## src/cchf_pkg.sv

```systemverilog
package cchf_pkg;
	// Register byte addresses
	localparam logic [7:0] REG_MODE     = 8'h00;
	localparam logic [7:0] REG_CMPVAL   = 8'h04;
	localparam logic [7:0] REG_HYST     = 8'h08;
	localparam logic [7:0] REG_LIMHI    = 8'h0c;
	localparam logic [7:0] REG_LIMLO    = 8'h10;
	localparam logic [7:0] REG_INTEG    = 8'h14;
	localparam logic [7:0] REG_IRQEN    = 8'h18;
	localparam logic [7:0] REG_IRQSTAT  = 8'h1c;
	localparam logic [7:0] REG_IRQMASK  = 8'h20;
	localparam logic [7:0] REG_COUNT    = 8'h24;
	localparam logic [7:0] REG_FREQ     = 8'h28;
	localparam logic [7:0] REG_STATUS   = 8'h2c;
	localparam logic [7:0] REG_LOAD     = 8'h30;
	// Mode register fields
	localparam int MODE_CNT_EN   = 0;
	localparam int MODE_FREQ     = 1;
	localparam int MODE_PULSE    = 2;
	localparam int MODE_DOWN     = 3;
	localparam int MODE_HWGATE   = 4;
	localparam int MODE_DIAGSEL  = 5;
	// Interrupt bits
	localparam int IRQ_CMP   = 0;
	localparam int IRQ_OVF   = 1;
	localparam int IRQ_UNF   = 2;
	localparam int IRQ_GOPEN = 3;
	localparam int IRQ_GCLS  = 4;
	localparam int IRQ_MEAS  = 5;
	localparam int IRQ_LOST  = 6;
	localparam int IRQ_W     = 7;
	// Reset values and integration time limits
	localparam logic [31:0] RST_LIMHI  = 32'h7fffffff;
	localparam logic [31:0] RST_LIMLO  = 32'h80000000;
	localparam logic [13:0] RST_INTEG  = 14'h0064;
	localparam logic [13:0] INTEG_MIN  = 14'h000a;
	localparam logic [13:0] INTEG_MAX  = 14'h2710;
	localparam logic [IRQ_W-1:0] RST_IRQEN = 7'h00;
	// Timing
	localparam int CLK_MHZ       = 250;
	localparam int MS_STEP_US    = 1000;
	localparam int CYC_PER_MS    = CLK_MHZ * MS_STEP_US;
endpackage : cchf_pkg

```

## src/cchf_counter.sv

```systemverilog
// The strobed register port and the placing of the registers were chosen for this implementation.
`timescale 1ns/10ps
//
// Contract
// RL1: Comparison hit arms hysteresis, holds result
// RL2: Re-arm only on next comparison hit
// RL3: Zero-pulse mode: equal sets output, arms
// RL4: Equal again while armed: no new event
// RL5: Clear only outside band and above
// RL6: Comparison hit interrupt, enableable
// RL7: Overflow interrupt, enableable
// RL8: Underflow interrupt, enableable
// RL9: Hardware gate open/close interrupts, not counter 3
// RL10: Count pulses per period, publish count
// RL11: Integration period 10 to 10000 ms
// RL12: Frequency input is counter B input
// RL13: User program calls control cyclically
// RL14: Band 0..255, 0 and 1 disable
// RL15: Hysteresis on all evaluations, late update
// RL16: End-of-measurement interrupt, off by default
// RL17: Diagnostic interrupt only on lost interrupt
// RL18: Pending flags; repeat while pending is lost
module cchf_counter #(
	parameter int          CHAN_ID    = 0,            // Channel number, 3 has no gate irq
	parameter int unsigned MS_CYCLES  = cchf_pkg::CYC_PER_MS // Clocks per millisecond
) (
	input  wire logic        clk_sys,    // System clock
	input  wire logic        sys_rst,    // Sync reset, active high
	input  wire logic        pinA,       // Count pulse input A
	input  wire logic        pinB,       // Input B, frequency source
	input  wire logic        pinGate,    // Hardware gate input
	input  wire logic [7:0]  regAddr,    // Register byte address
	input  wire logic [31:0] regWdata,   // Write data
	input  wire logic        regWr,      // Write strobe
	input  wire logic        regRd,      // Read strobe
	output logic      [31:0] regRdata,   // Read data, cycle after strobe
	output logic             cmpOut,     // Counter output channel
	output logic             irqOut,     // Process interrupt level
	output logic             diagIrq     // Diagnostic interrupt level
);

	// Synchronisers
	logic [1:0] syncA_q, syncB_q, syncG_q;
	logic       aLast_q, bLast_q, gLast_q;
	logic       aRise, bRise, gRise, gFall;

	// Configuration
	logic [5:0]          mode_q;
	logic signed [31:0]  cmpVal_q, limHi_q, limLo_q, load_q;
	logic [7:0]          hyst_q, hystAct_q;
	logic [13:0]         integ_q;
	logic [cchf_pkg::IRQ_W-1:0] irqEn_q, irqStat_q, irqMask_q;

	// State
	logic signed [31:0]  count_q;
	logic [31:0]         freq_q, pulseCnt_q;
	logic [31:0]         cycCnt_q;
	logic [13:0]         msCnt_q;
	logic                hystOn_q;
	logic signed [31:0]  hystCtr_q;
	logic                cmpRes_q;
	logic [cchf_pkg::IRQ_W-1:0] evt;
	logic                ovf, unf, cmpHit, gateOpen, measEnd;
	logic                statRdClr;

	// Band check against centre with active width
	function automatic logic outside_band(input logic signed [31:0] v,
		input logic signed [31:0] c, input logic [7:0] w);
		logic signed [32:0] d;
		logic signed [32:0] wd;
		d = 33'(v) - 33'(c);
		// Width kept signed so a negative distance is not read as huge
		wd = $signed({25'h0, w});
		outside_band = (d > wd) || (d < -wd);
	endfunction

	// Pin A synchroniser; history resets to the idle low level, no false edge
	always_ff @(posedge clk_sys) begin
		if (sys_rst) begin
			syncA_q <= 2'h0;
			aLast_q <= 1'b0;
		end else begin
			syncA_q <= {syncA_q[0], pinA};
			aLast_q <= syncA_q[1];
		end
	end

	// Pin B synchroniser; only the second stage feeds logic
	always_ff @(posedge clk_sys) begin
		if (sys_rst) begin
			syncB_q <= 2'h0;
			bLast_q <= 1'b0;
		end else begin
			syncB_q <= {syncB_q[0], pinB};
			bLast_q <= syncB_q[1];
		end
	end

	// Gate pin synchroniser
	always_ff @(posedge clk_sys) begin
		if (sys_rst) begin
			syncG_q <= 2'h0;
			gLast_q <= 1'b0;
		end else begin
			syncG_q <= {syncG_q[0], pinGate};
			gLast_q <= syncG_q[1];
		end
	end

	assign aRise = syncA_q[1] & ~aLast_q;
	assign bRise = syncB_q[1] & ~bLast_q;
	assign gRise = syncG_q[1] & ~gLast_q;
	assign gFall = ~syncG_q[1] & gLast_q;
	assign gateOpen = mode_q[cchf_pkg::MODE_CNT_EN];

	// Configuration writes
	always_ff @(posedge clk_sys) begin
		if (sys_rst) begin
			mode_q    <= 6'h00;
			cmpVal_q  <= 32'h00000000;
			hyst_q    <= 8'h00;
			limHi_q   <= cchf_pkg::RST_LIMHI;
			limLo_q   <= cchf_pkg::RST_LIMLO;
			load_q    <= 32'h00000000;
			irqEn_q   <= cchf_pkg::RST_IRQEN; // see RL16
			irqMask_q <= {cchf_pkg::IRQ_W{1'b1}};
		end else if (regWr) begin
			case (regAddr)
				cchf_pkg::REG_MODE:    mode_q <= regWdata[5:0];
				cchf_pkg::REG_CMPVAL:  cmpVal_q <= regWdata;
				cchf_pkg::REG_HYST:    hyst_q <= regWdata[7:0]; // see RL14
				cchf_pkg::REG_LIMHI:   limHi_q <= regWdata;
				cchf_pkg::REG_LIMLO:   limLo_q <= regWdata;
				cchf_pkg::REG_LOAD:    load_q <= regWdata;
				cchf_pkg::REG_IRQEN:   irqEn_q <= regWdata[cchf_pkg::IRQ_W-1:0];
				cchf_pkg::REG_IRQMASK: irqMask_q <= regWdata[cchf_pkg::IRQ_W-1:0];
				default: ;
			endcase
		end
	end

	// Integration time, clamped into the legal 1 ms grid range
	always_ff @(posedge clk_sys) begin
		if (sys_rst) begin
			integ_q <= cchf_pkg::RST_INTEG;
		end else if (regWr && regAddr == cchf_pkg::REG_INTEG) begin
			if (regWdata < 32'(cchf_pkg::INTEG_MIN))
				integ_q <= cchf_pkg::INTEG_MIN; // see RL11
			else if (regWdata > 32'(cchf_pkg::INTEG_MAX))
				integ_q <= cchf_pkg::INTEG_MAX; // see RL11
			else
				integ_q <= regWdata[13:0];
		end
	end

	// Up/down counter with limits; overflow reloads
	// A load write wins over a count edge in the same cycle, so software
	// always sees its own value first. Limits are inclusive end points.
	// Counting stops while the software gate is closed.
	assign ovf = aRise && !mode_q[cchf_pkg::MODE_FREQ] && gateOpen
		&& !mode_q[cchf_pkg::MODE_DOWN] && (count_q >= limHi_q);
	assign unf = aRise && !mode_q[cchf_pkg::MODE_FREQ] && gateOpen
		&& mode_q[cchf_pkg::MODE_DOWN] && (count_q <= limLo_q);

	always_ff @(posedge clk_sys) begin
		if (sys_rst) begin
			count_q <= 32'sh00000000;
		end else if (regWr && regAddr == cchf_pkg::REG_LOAD) begin
			count_q <= regWdata;
		end else if (aRise && gateOpen && !mode_q[cchf_pkg::MODE_FREQ]) begin
			if (ovf || unf)
				count_q <= load_q; // see RL7
			else if (mode_q[cchf_pkg::MODE_DOWN])
				count_q <= count_q - 32'sh1;
			else
				count_q <= count_q + 32'sh1;
		end
	end

	// Comparator with hysteresis, latched band width at arm time
	// The band is centred on the count at the arming hit. A width written
	// while armed waits for the next arming, so a running band never jumps.
	// In pulse mode only an exact hit arms, and leaving the band below the
	// compare value keeps the output set.
	assign cmpHit = mode_q[cchf_pkg::MODE_PULSE] ? (count_q == cmpVal_q)
		: (count_q >= cmpVal_q);

	always_ff @(posedge clk_sys) begin
		if (sys_rst) begin
			hystOn_q  <= 1'b0;
			hystAct_q <= 8'h00;
			hystCtr_q <= 32'sh0;
			cmpRes_q  <= 1'b0;
		end else if (!hystOn_q) begin
			if (cmpHit && !cmpRes_q) begin
				cmpRes_q <= 1'b1; // see RL3
				// Width 0 and 1 never arm
				hystOn_q  <= (hyst_q > 8'h01); // see RL1, RL14
				hystAct_q <= hyst_q; // see RL15
				hystCtr_q <= count_q;
			end else if (!cmpHit) begin
				if (!mode_q[cchf_pkg::MODE_PULSE] || count_q > cmpVal_q)
					cmpRes_q <= 1'b0; // see RL5
			end
		end else if (outside_band(count_q, hystCtr_q, hystAct_q)) begin
			hystOn_q <= 1'b0; // see RL2
			if (mode_q[cchf_pkg::MODE_PULSE])
				cmpRes_q <= (count_q > cmpVal_q) ? 1'b0 : cmpRes_q; // see RL5
			else
				cmpRes_q <= cmpHit;
		end
		// Inside band the result is frozen; repeated hits start nothing, see RL4
	end

	// Frequency measurement timebase and pulse accumulation on input B
	assign measEnd = mode_q[cchf_pkg::MODE_FREQ] && gateOpen
		&& (cycCnt_q == MS_CYCLES - 1) && (msCnt_q >= integ_q - 14'h1);

	// Millisecond timebase, held clear while measurement is off
	always_ff @(posedge clk_sys) begin
		if (sys_rst || !mode_q[cchf_pkg::MODE_FREQ] || !gateOpen) begin
			cycCnt_q <= 32'h0;
			msCnt_q  <= 14'h0;
		end else if (measEnd) begin
			cycCnt_q <= 32'h0;
			msCnt_q  <= 14'h0;
		end else if (cycCnt_q == MS_CYCLES - 1) begin
			cycCnt_q <= 32'h0;
			msCnt_q  <= msCnt_q + 14'h1; // see RL11
		end else begin
			cycCnt_q <= cycCnt_q + 32'h1;
		end
	end

	// Rising edges on B; an edge in the closing cycle belongs to that period only
	always_ff @(posedge clk_sys) begin
		if (sys_rst || !mode_q[cchf_pkg::MODE_FREQ] || !gateOpen)
			pulseCnt_q <= 32'h0;
		else if (measEnd)
			pulseCnt_q <= 32'h0; // see RL10
		else if (bRise)
			pulseCnt_q <= pulseCnt_q + 32'h1; // see RL12
	end

	// Published frequency value, closing edge included
	always_ff @(posedge clk_sys) begin
		if (sys_rst)
			freq_q <= 32'h0;
		else if (measEnd)
			freq_q <= pulseCnt_q + {31'h0, bRise}; // see RL10
	end

	// Events gathered, each enabled per configuration
	// Every event is a one-cycle strobe, so a pending bit marks exactly one
	// occurrence and a second strobe can be told apart as lost.
	always_comb begin
		evt = '0;
		evt[cchf_pkg::IRQ_CMP]   = cmpHit && !cmpRes_q && !hystOn_q; // see RL6
		evt[cchf_pkg::IRQ_OVF]   = ovf; // see RL7
		evt[cchf_pkg::IRQ_UNF]   = unf; // see RL8
		evt[cchf_pkg::IRQ_GOPEN] = (CHAN_ID != 3) && gateOpen
			&& mode_q[cchf_pkg::MODE_HWGATE] && gRise; // see RL9
		evt[cchf_pkg::IRQ_GCLS]  = (CHAN_ID != 3) && gateOpen
			&& mode_q[cchf_pkg::MODE_HWGATE] && gFall; // see RL9
		evt[cchf_pkg::IRQ_MEAS]  = measEnd; // see RL16
		evt = evt & irqEn_q;
	end

	// A read of the status word clears it
	assign statRdClr = regRd && (regAddr == cchf_pkg::REG_IRQSTAT);

	// Sticky status: set wins over read-clear; repeat while pending is lost
	always_ff @(posedge clk_sys) begin
		if (sys_rst) begin
			irqStat_q <= '0;
		end else begin
			// Event bits: a new event in the clearing cycle survives
			if (statRdClr)
				irqStat_q[cchf_pkg::IRQ_W-2:0] <= evt[cchf_pkg::IRQ_W-2:0]; // see RL18
			else
				irqStat_q[cchf_pkg::IRQ_W-2:0] <= evt[cchf_pkg::IRQ_W-2:0]
					| irqStat_q[cchf_pkg::IRQ_W-2:0]; // see RL18
			// Lost flag: an enabled event that finds its bit still pending
			if (!mode_q[cchf_pkg::MODE_DIAGSEL])
				irqStat_q[cchf_pkg::IRQ_LOST] <= 1'b0;
			else if (|(evt[cchf_pkg::IRQ_W-2:0] & irqStat_q[cchf_pkg::IRQ_W-2:0]))
				irqStat_q[cchf_pkg::IRQ_LOST] <= 1'b1; // see RL17, RL18
			else if (statRdClr)
				irqStat_q[cchf_pkg::IRQ_LOST] <= 1'b0;
		end
	end

	// Comparison output, one stage behind the result
	always_ff @(posedge clk_sys) begin
		if (sys_rst)
			cmpOut <= 1'b0;
		else
			cmpOut <= cmpRes_q;
	end

	// Process interrupt level from the unmasked event bits
	always_ff @(posedge clk_sys) begin
		if (sys_rst)
			irqOut <= 1'b0;
		else
			irqOut <= |(irqStat_q[cchf_pkg::IRQ_W-2:0] & irqMask_q[cchf_pkg::IRQ_W-2:0]);
	end

	// Diagnostic level from the lost flag
	always_ff @(posedge clk_sys) begin
		if (sys_rst)
			diagIrq <= 1'b0;
		else
			diagIrq <= irqStat_q[cchf_pkg::IRQ_LOST] & irqMask_q[cchf_pkg::IRQ_LOST]; // see RL17
	end

	// Read port, data one cycle after strobe
	// Data returns to zero in every other cycle, so a stale word is never
	// mistaken for a fresh answer.
	always_ff @(posedge clk_sys) begin
		if (sys_rst) begin
			regRdata <= 32'h0;
		end else if (regRd) begin
			case (regAddr)
				cchf_pkg::REG_MODE:    regRdata <= {26'h0, mode_q};
				cchf_pkg::REG_CMPVAL:  regRdata <= cmpVal_q;
				cchf_pkg::REG_HYST:    regRdata <= {24'h0, hyst_q};
				cchf_pkg::REG_LIMHI:   regRdata <= limHi_q;
				cchf_pkg::REG_LIMLO:   regRdata <= limLo_q;
				cchf_pkg::REG_LOAD:    regRdata <= load_q;
				cchf_pkg::REG_INTEG:   regRdata <= {18'h0, integ_q};
				cchf_pkg::REG_IRQEN:   regRdata <= {25'h0, irqEn_q};
				cchf_pkg::REG_IRQSTAT: regRdata <= {25'h0, irqStat_q};
				cchf_pkg::REG_IRQMASK: regRdata <= {25'h0, irqMask_q};
				cchf_pkg::REG_COUNT:   regRdata <= count_q;
				cchf_pkg::REG_FREQ:    regRdata <= freq_q;
				cchf_pkg::REG_STATUS:  regRdata <= {30'h0, hystOn_q, cmpRes_q};
				default:               regRdata <= 32'h0;
			endcase
		end else begin
			regRdata <= 32'h0;
		end
	end

endmodule // cchf_counter

```

## config.mk

```make
export PLATFORM = sky130hd
export DESIGN_NAME = cchf_counter
export DESIGN_NICKNAME = d
export VERILOG_FILES = /design/src/cchf_pkg.sv /design/src/cchf_counter.sv
export SDC_FILE = /design/constraint.sdc
export NUM_CORES = 1
export LEC_CHECK = 0
export BUFFER_PORTS_ARGS = -buffer_cell sky130_fd_sc_hd__buf_4
export CAP_MARGIN = 20
export CORE_UTILIZATION = 50
export DETAILED_ROUTE_END_ITERATION = 6
export GPL_ROUTABILITY_DRIVEN = 0
export GPL_TIMING_DRIVEN = 0
export PLACE_DENSITY_LB_ADDON = 0.1
export SLEW_MARGIN = 10
export SYNTH_ARGS = -nofsm -noshare
export SYNTH_HDL_FRONTEND = slang
export SYNTH_SLANG_ARGS = --single-unit
```

## constraint.sdc

```tcl
create_clock -name clk_sys -period 5.85 [get_ports clk_sys]
set_clock_uncertainty 0.15 [all_clocks]
set_input_delay 1.17 -clock clk_sys [delete_from_list [all_inputs] [get_ports clk_sys]]
set_output_delay 1.17 -clock clk_sys [all_outputs]
set_load 0.02 [all_outputs]
```

Yosys cells after proc, flatten, opt, wreduce, memory -nomap -nowiden --
Index checks and enable logic that the tools add are counted.
Operators by class: add/subtract/negate cells 9, $lt $le $gt $ge 10, equal/unequal tests 17, multiplexer cells 21, bitwise operators 16, reductions and logical operators 50
Operators by type and width (number):
- one-hot mux 32 bit (13 select lines) | 1
- 2-to-1 mux 32 bit | 4
- adder 32 x 1 -> 32 bit, second input constant | 2
- >= comparator 32 bit | 2
- equality test 8 x 6 -> 1 bit, second input constant | 5
- greater-than comparator 33 x 9 -> 1 bit | 1
- less-than comparator 33 bit | 1
- negation 8 -> 33 bit | 1
- subtractor 32 x 32 -> 33 bit | 1
- adder 32 x 1 -> 32 bit | 1
- adder 32 x 2 -> 32 bit, second input constant | 1
- equality test 32 x 18 -> 1 bit, second input constant | 1
- equality test 32 bit | 1
- equality test 8 x 5 -> 1 bit, second input constant | 4
- greater-than comparator 32 x 14 -> 1 bit, second input constant | 1
- greater-than comparator 32 bit | 1
- less-or-equal comparator 32 bit | 1
- less-than comparator 32 x 4 -> 1 bit, second input constant | 1
- subtractor 32 x 2 -> 32 bit, second input constant | 1
- 2-to-1 mux 14 bit | 2
- logical AND 1 bit | 19
- bitwise AND 6 bit | 3
- AND reduction 2 bit | 9
- equality test 8 x 4 -> 1 bit, second input constant | 2
- other kinds (21) | 57
Storage, ports and cells: bits in registers 405, input bits 47, output and inout port bits 35, logic and storage cells 153

Longest topological paths before layout --
depth in word-level cells 10, mapped depth 24, mapped depth without buffers 24

Worst setup path after synthesis --
Ideal clock, no wire load.
kind flip-flop to flip-flop, from reg count_q[0], to reg cmpRes_q, setup time 0.115 ns, arrival 4.699 ns, data required time 5.585 ns, slack 0.886 ns, stages on the path, launching flop included 23, buffers on the path 0, clock period less this slack 4.964 ns, cell sequence dfxtp_1 -> inv_1 -> ha_1 -> inv_1 -> fa_1 -> a211oi_2 -> o211ai_1 -> a21oi_2 -> nor3_1 -> or3_1 -> and2_1 -> ha_1 -> a211o_1 -> o211ai_1 -> a21oi_1 -> o311a_1 -> or2_2 -> or3_1 -> a211oi_1 -> nor4b_2 -> a31oi_1 -> nor2b_1 -> o21a_1
On the way: cells in the longest elaborated chain, start to end 5, elaborated cells between the ends (all ways) 19, those cells by class add/sub (1); order compare (4); eq/ne (4); mux (5); reduce/logical (5)
Ends and longest elaborated chain:
- from (decl) | line cchf_counter.sv:55 | logic signed [31:0] count_q;
- from (signal assigned) | line cchf_counter.sv:169 | count_q <= regWdata;
- from (signal assigned) | line cchf_counter.sv:172 | count_q <= load_q;
- from (signal assigned) | line cchf_counter.sv:174 | count_q <= count_q - 32'sh1;
- subtractor 32 x 32 -> 33 bit (tied with other cells) | line cchf_counter.sv:71 | d = 33'(v) - 33'(c);
- greater-than comparator 33 x 9 -> 1 bit (tied with other cells) | line cchf_counter.sv:74 | outside_band = (d > wd) || (d < -wd);
- logical OR 1 bit (tied with other cells) | line cchf_counter.sv:74
- inequality test 2 x 1 -> 1 bit (no line) (tied with other cells)
- AND reduction 4 bit (no line) / 2-to-1 mux 1 bit (equally long branches)
- to (signal assigned) | line cchf_counter.sv:208 | cmpRes_q <= (count_q > cmpVal_q) ? 1'b0 : cmpRes_q;
- to (signal assigned) | line cchf_counter.sv:210 | cmpRes_q <= cmpHit;
- to (decl) | line cchf_counter.sv:61 | logic cmpRes_q;
Parallel ways exist; a longest one is shown, timed or not. The select of a mux whose other input is x is not followed. A chain may end at the register's enable or synchronous reset.

Worst setup path in the final report --
Ends and elaborated chain as after synthesis.

==> impl_results.md <==
* Most common cell after layout, fill and taps aside: nand2_1
* WP depth at 22
* R2R setup slack at 0.19 ns
* Pwr Total at 5.96 mW
* RSZ-0062 raised after global routing: no
* Failing checks: design-rule violations
* Post-Syn Area at 0.0246 mm2
* Wire per inst at 21.7 um
* CP Class: flop to flop
* Top FF cell, synth: dfxtp_1
* Clock latency on the worst-skew pair at 0.60 ns
* Routed Wire Length at 84,400 um
* Crit-path max cell delay at 0.43 ns
* Max-cap violation count at 0
* CP Launch Type: flop
* Distinct cells, synth at 82
* DR DRC count at 2
* Slew Limit Fails at 0
* Largest net degree at the start of global routing at 36
* 1st-pass router iterations at 7
* Reg-to-reg startpoint: count_q[0]
* IO buf count at 75
* Worst Path Buf+Inv at 2
* Cell count after synthesis at 3,072
* Hold depth at 1
* Total congestion overflow at 0
* Final core occ at 57.4%
* Final min period at 5.66 ns
* Routed Antenna Nets at 0
* IR drop worst, VDD at 0.000227 V
* Total CTS buffers at 45
* Reg clk slew, reported paths at 0.06 ns
* IO Count at 82
* Power per Cell Area at 216 mW/mm2
* Slowest cell on crit path: fa_1
* Overall routing resource usage at 33.0%
* Required @ worst endpoint at 6.20 ns
* TritonCTS clock tree: done
* Worst EP arrival at 6.00 ns
* Crit. Startpoint: count_q[0]
* Final #Nets at 3,469
* Worst setup endpoint: cmpRes_q
* DRT iter0 DRCs at 2,391
* Critical Path Fanout Max at 5
* Class of the worst hold path: flop to flop
* Core Area at 0.0481 mm2
* CP top delay family: compound AO/OA/AOI/OAI gates
* Status: finished, violations left
* Worst R2R Path Depth at 22
* Number of synthesized flops with an enable pin at 0
* Die Area at 0.0501 mm2
* Vias/cell at 6.12
* Initial antenna violation count at 2
* Setup Viol. Count Final at 0
* Avg Synthesized Cell Area at 8.01 um2
* Root buf cell: clkbuf_16
* DP Worst Slack at -0.128 ns
* Ys async rst share at 0%
* First-pass GRT wire length at 129,000 um
* Share of layout cells above drive strength 1 at 6.43%
* H-tree lvl count at 2
* Worst setup margin at 0.192 ns
* Crit end category: flop
* Initial Utilization at 51.1%
* Vias in the first global route at 22,667
* Post-synthesis sequential area ratio at 33.0%
* HPWL after detailed placement at 65,300 um
* Diode count at 0
* Synthesis-to-finish area growth at 12.3%
* Maximum clock path buffer count at 3
* Sink Count at 405
* Slew HR at 21.6%
* Max Fclk at 177 MHz
* Hold Buf Count CTS at 0
* Vias at 23,831
* Die width at 224 um
* Reg-to-Reg End: cmpRes_q
* Synth Register Bits at 405
* Commonest cells after routing, fill and taps aside: nand2_1 (410), dfxtp_1 (402), nor2_1 (304), a21oi_1 (240), ha_1 (220)
* Syn nets at 3,341
* Worst slew pin tran at 1.18 ns
* LEAKAGE at 11.0 nW
* Rows at 80
* Final Cycle Share at 96.7%
* Warnings from Yosys at 0
* Final hold vios at 0
* Die H at 224 um
* Crit-path cells: clkinvlp_4, ha_1, inv_1, fa_1, a211oi_2, o211ai_1, a21oi_2, nor3_2, or3_1, and2_1, ha_1, a211o_1, o211ai_1, a21oi_1, o311a_1, or2_2, or3_1, a211oi_2, nor4b_4, a31oi_4, nor2b_1, o21a_1
-- worst min path at each step --
stage                          start         end  slack, ns
after detailed placement  syncG_q[0]  syncG_q[1]       0.28
final                     syncG_q[0]  syncG_q[1]       0.30
after CTS                 syncB_q[0]  syncB_q[1]       0.30
after global routing      syncG_q[0]  syncG_q[1]       0.31
after floorplan           syncA_q[0]  syncA_q[1]       0.26
after global placement    syncG_q[0]  syncG_q[1]       0.29
-- Yosys cell counts, types with 21 or more instances --
cell	instances	area, um2
nand2_1	410	1540
ha_1	220	2750
nand3_1	81	405
o21a_1	29	218
and2_1	21	131
a22oi_1	84	631
a21oi_1	240	1200
a31oi_1	42	263
o21ai_0	84	420
nand3b_1	38	285
a221oi_1	23	201
xor2_1	80	701
nor4_1	26	163
xnor2_1	84	736
nor3_1	55	275
dfxtp_1	405	8110
a21o_1	68	510
and3_1	27	169
inv_1	176	661
mux2i_1	92	921
nand4_1	58	363
nor2_1	305	1140
clkbuf_1	146	548
nor2b_1	28	175
-- power by group --
part / internal [mW] / total, mW / leakage [nW] / switching (mW)
sequential: 2.76 / 2.77 / 3.27 / 0.00516
combinational: 0.0954 / 0.292 / 6.95 / 0.197
clock: 1.70 / 2.90 / 0.739 / 1.20
total: 4.55 / 5.96 / 11.0 / 1.41
-- registers in the layout, indices dropped and copies added, names as in the netlist, 6 cells and up --
name and flops:
irqMask_q 7, regRdata 32, hystCtr_q 32, pulseCnt_q 32
mode_q 6, msCnt_q 14, limHi_q 32, load_q 32
hyst_q 8, integ_q 14, limLo_q 32, irqStat_q 7
cycCnt_q 32, cmpVal_q 32, count_q 32, hystAct_q 8
freq_q 32, irqEn_q 7
-- metrics by stage --
stage	cell area (um2)	cells	hold slack (ns)	setup TNS [ns]
floorplan	24600	3072	0.264	0
global placement	26000	3803	0.287	-0.352
detailed placement	26000	3805	0.281	-0.128
CTS	27600	3890	0.301	0
global route	27600	3892	0.313	0
finish	27600	3892	0.298	0
-- area by class of cell --
cell class	count	area (um2)
Buffer	162	632
Clock buffer	64	1310
Clock inverter	19	196
Fill cell	4437	20500
Inverter	176	664
Multi-Input combinational cell	2329	15300
Sequential cell	405	8110
Tap cell	656	821
Timing Repair Buffer	81	601
-- cell families (layout without fill, tap and decap cells) --
| group | Yosys count | count (layout) | synth area share [%] |
|---|---|---|---|
| buffers and inverters | 338 | 502 | 5.25 |
| adders and majority gates | 222 | 222 | 11.4 |
| DFF | 405 | 405 | 33.0 |
| xor gates and xnor gates | 164 | 164 | 5.84 |
| AOI/OAI and AO/OA | 730 | 730 | 19.7 |
| and+or+nand+nor | 1115 | 1115 | 20.9 |
| muxes | 98 | 98 | 4.02 |
-- metal layers --
layer	global-route usage (%)	share of wire [%]	vias up
li1	-	-	11154
met1	41.8	40	11263
met2	54.4	45	1178
met3	5.97	9.6	236
met4	15.6	5.0	0
met5	0	0	-
-- what timing repair did --
| item | in CTS | in global routing |
|---|---|---|
| setup endpoints to repair | 1 | 2 |
| pin swaps | 1 | 3 |
| gates resized for setup | 3 | 9 |
| setup buffers | 2 | 1 |
Note: power is estimated with default switching activity, not from simulation.
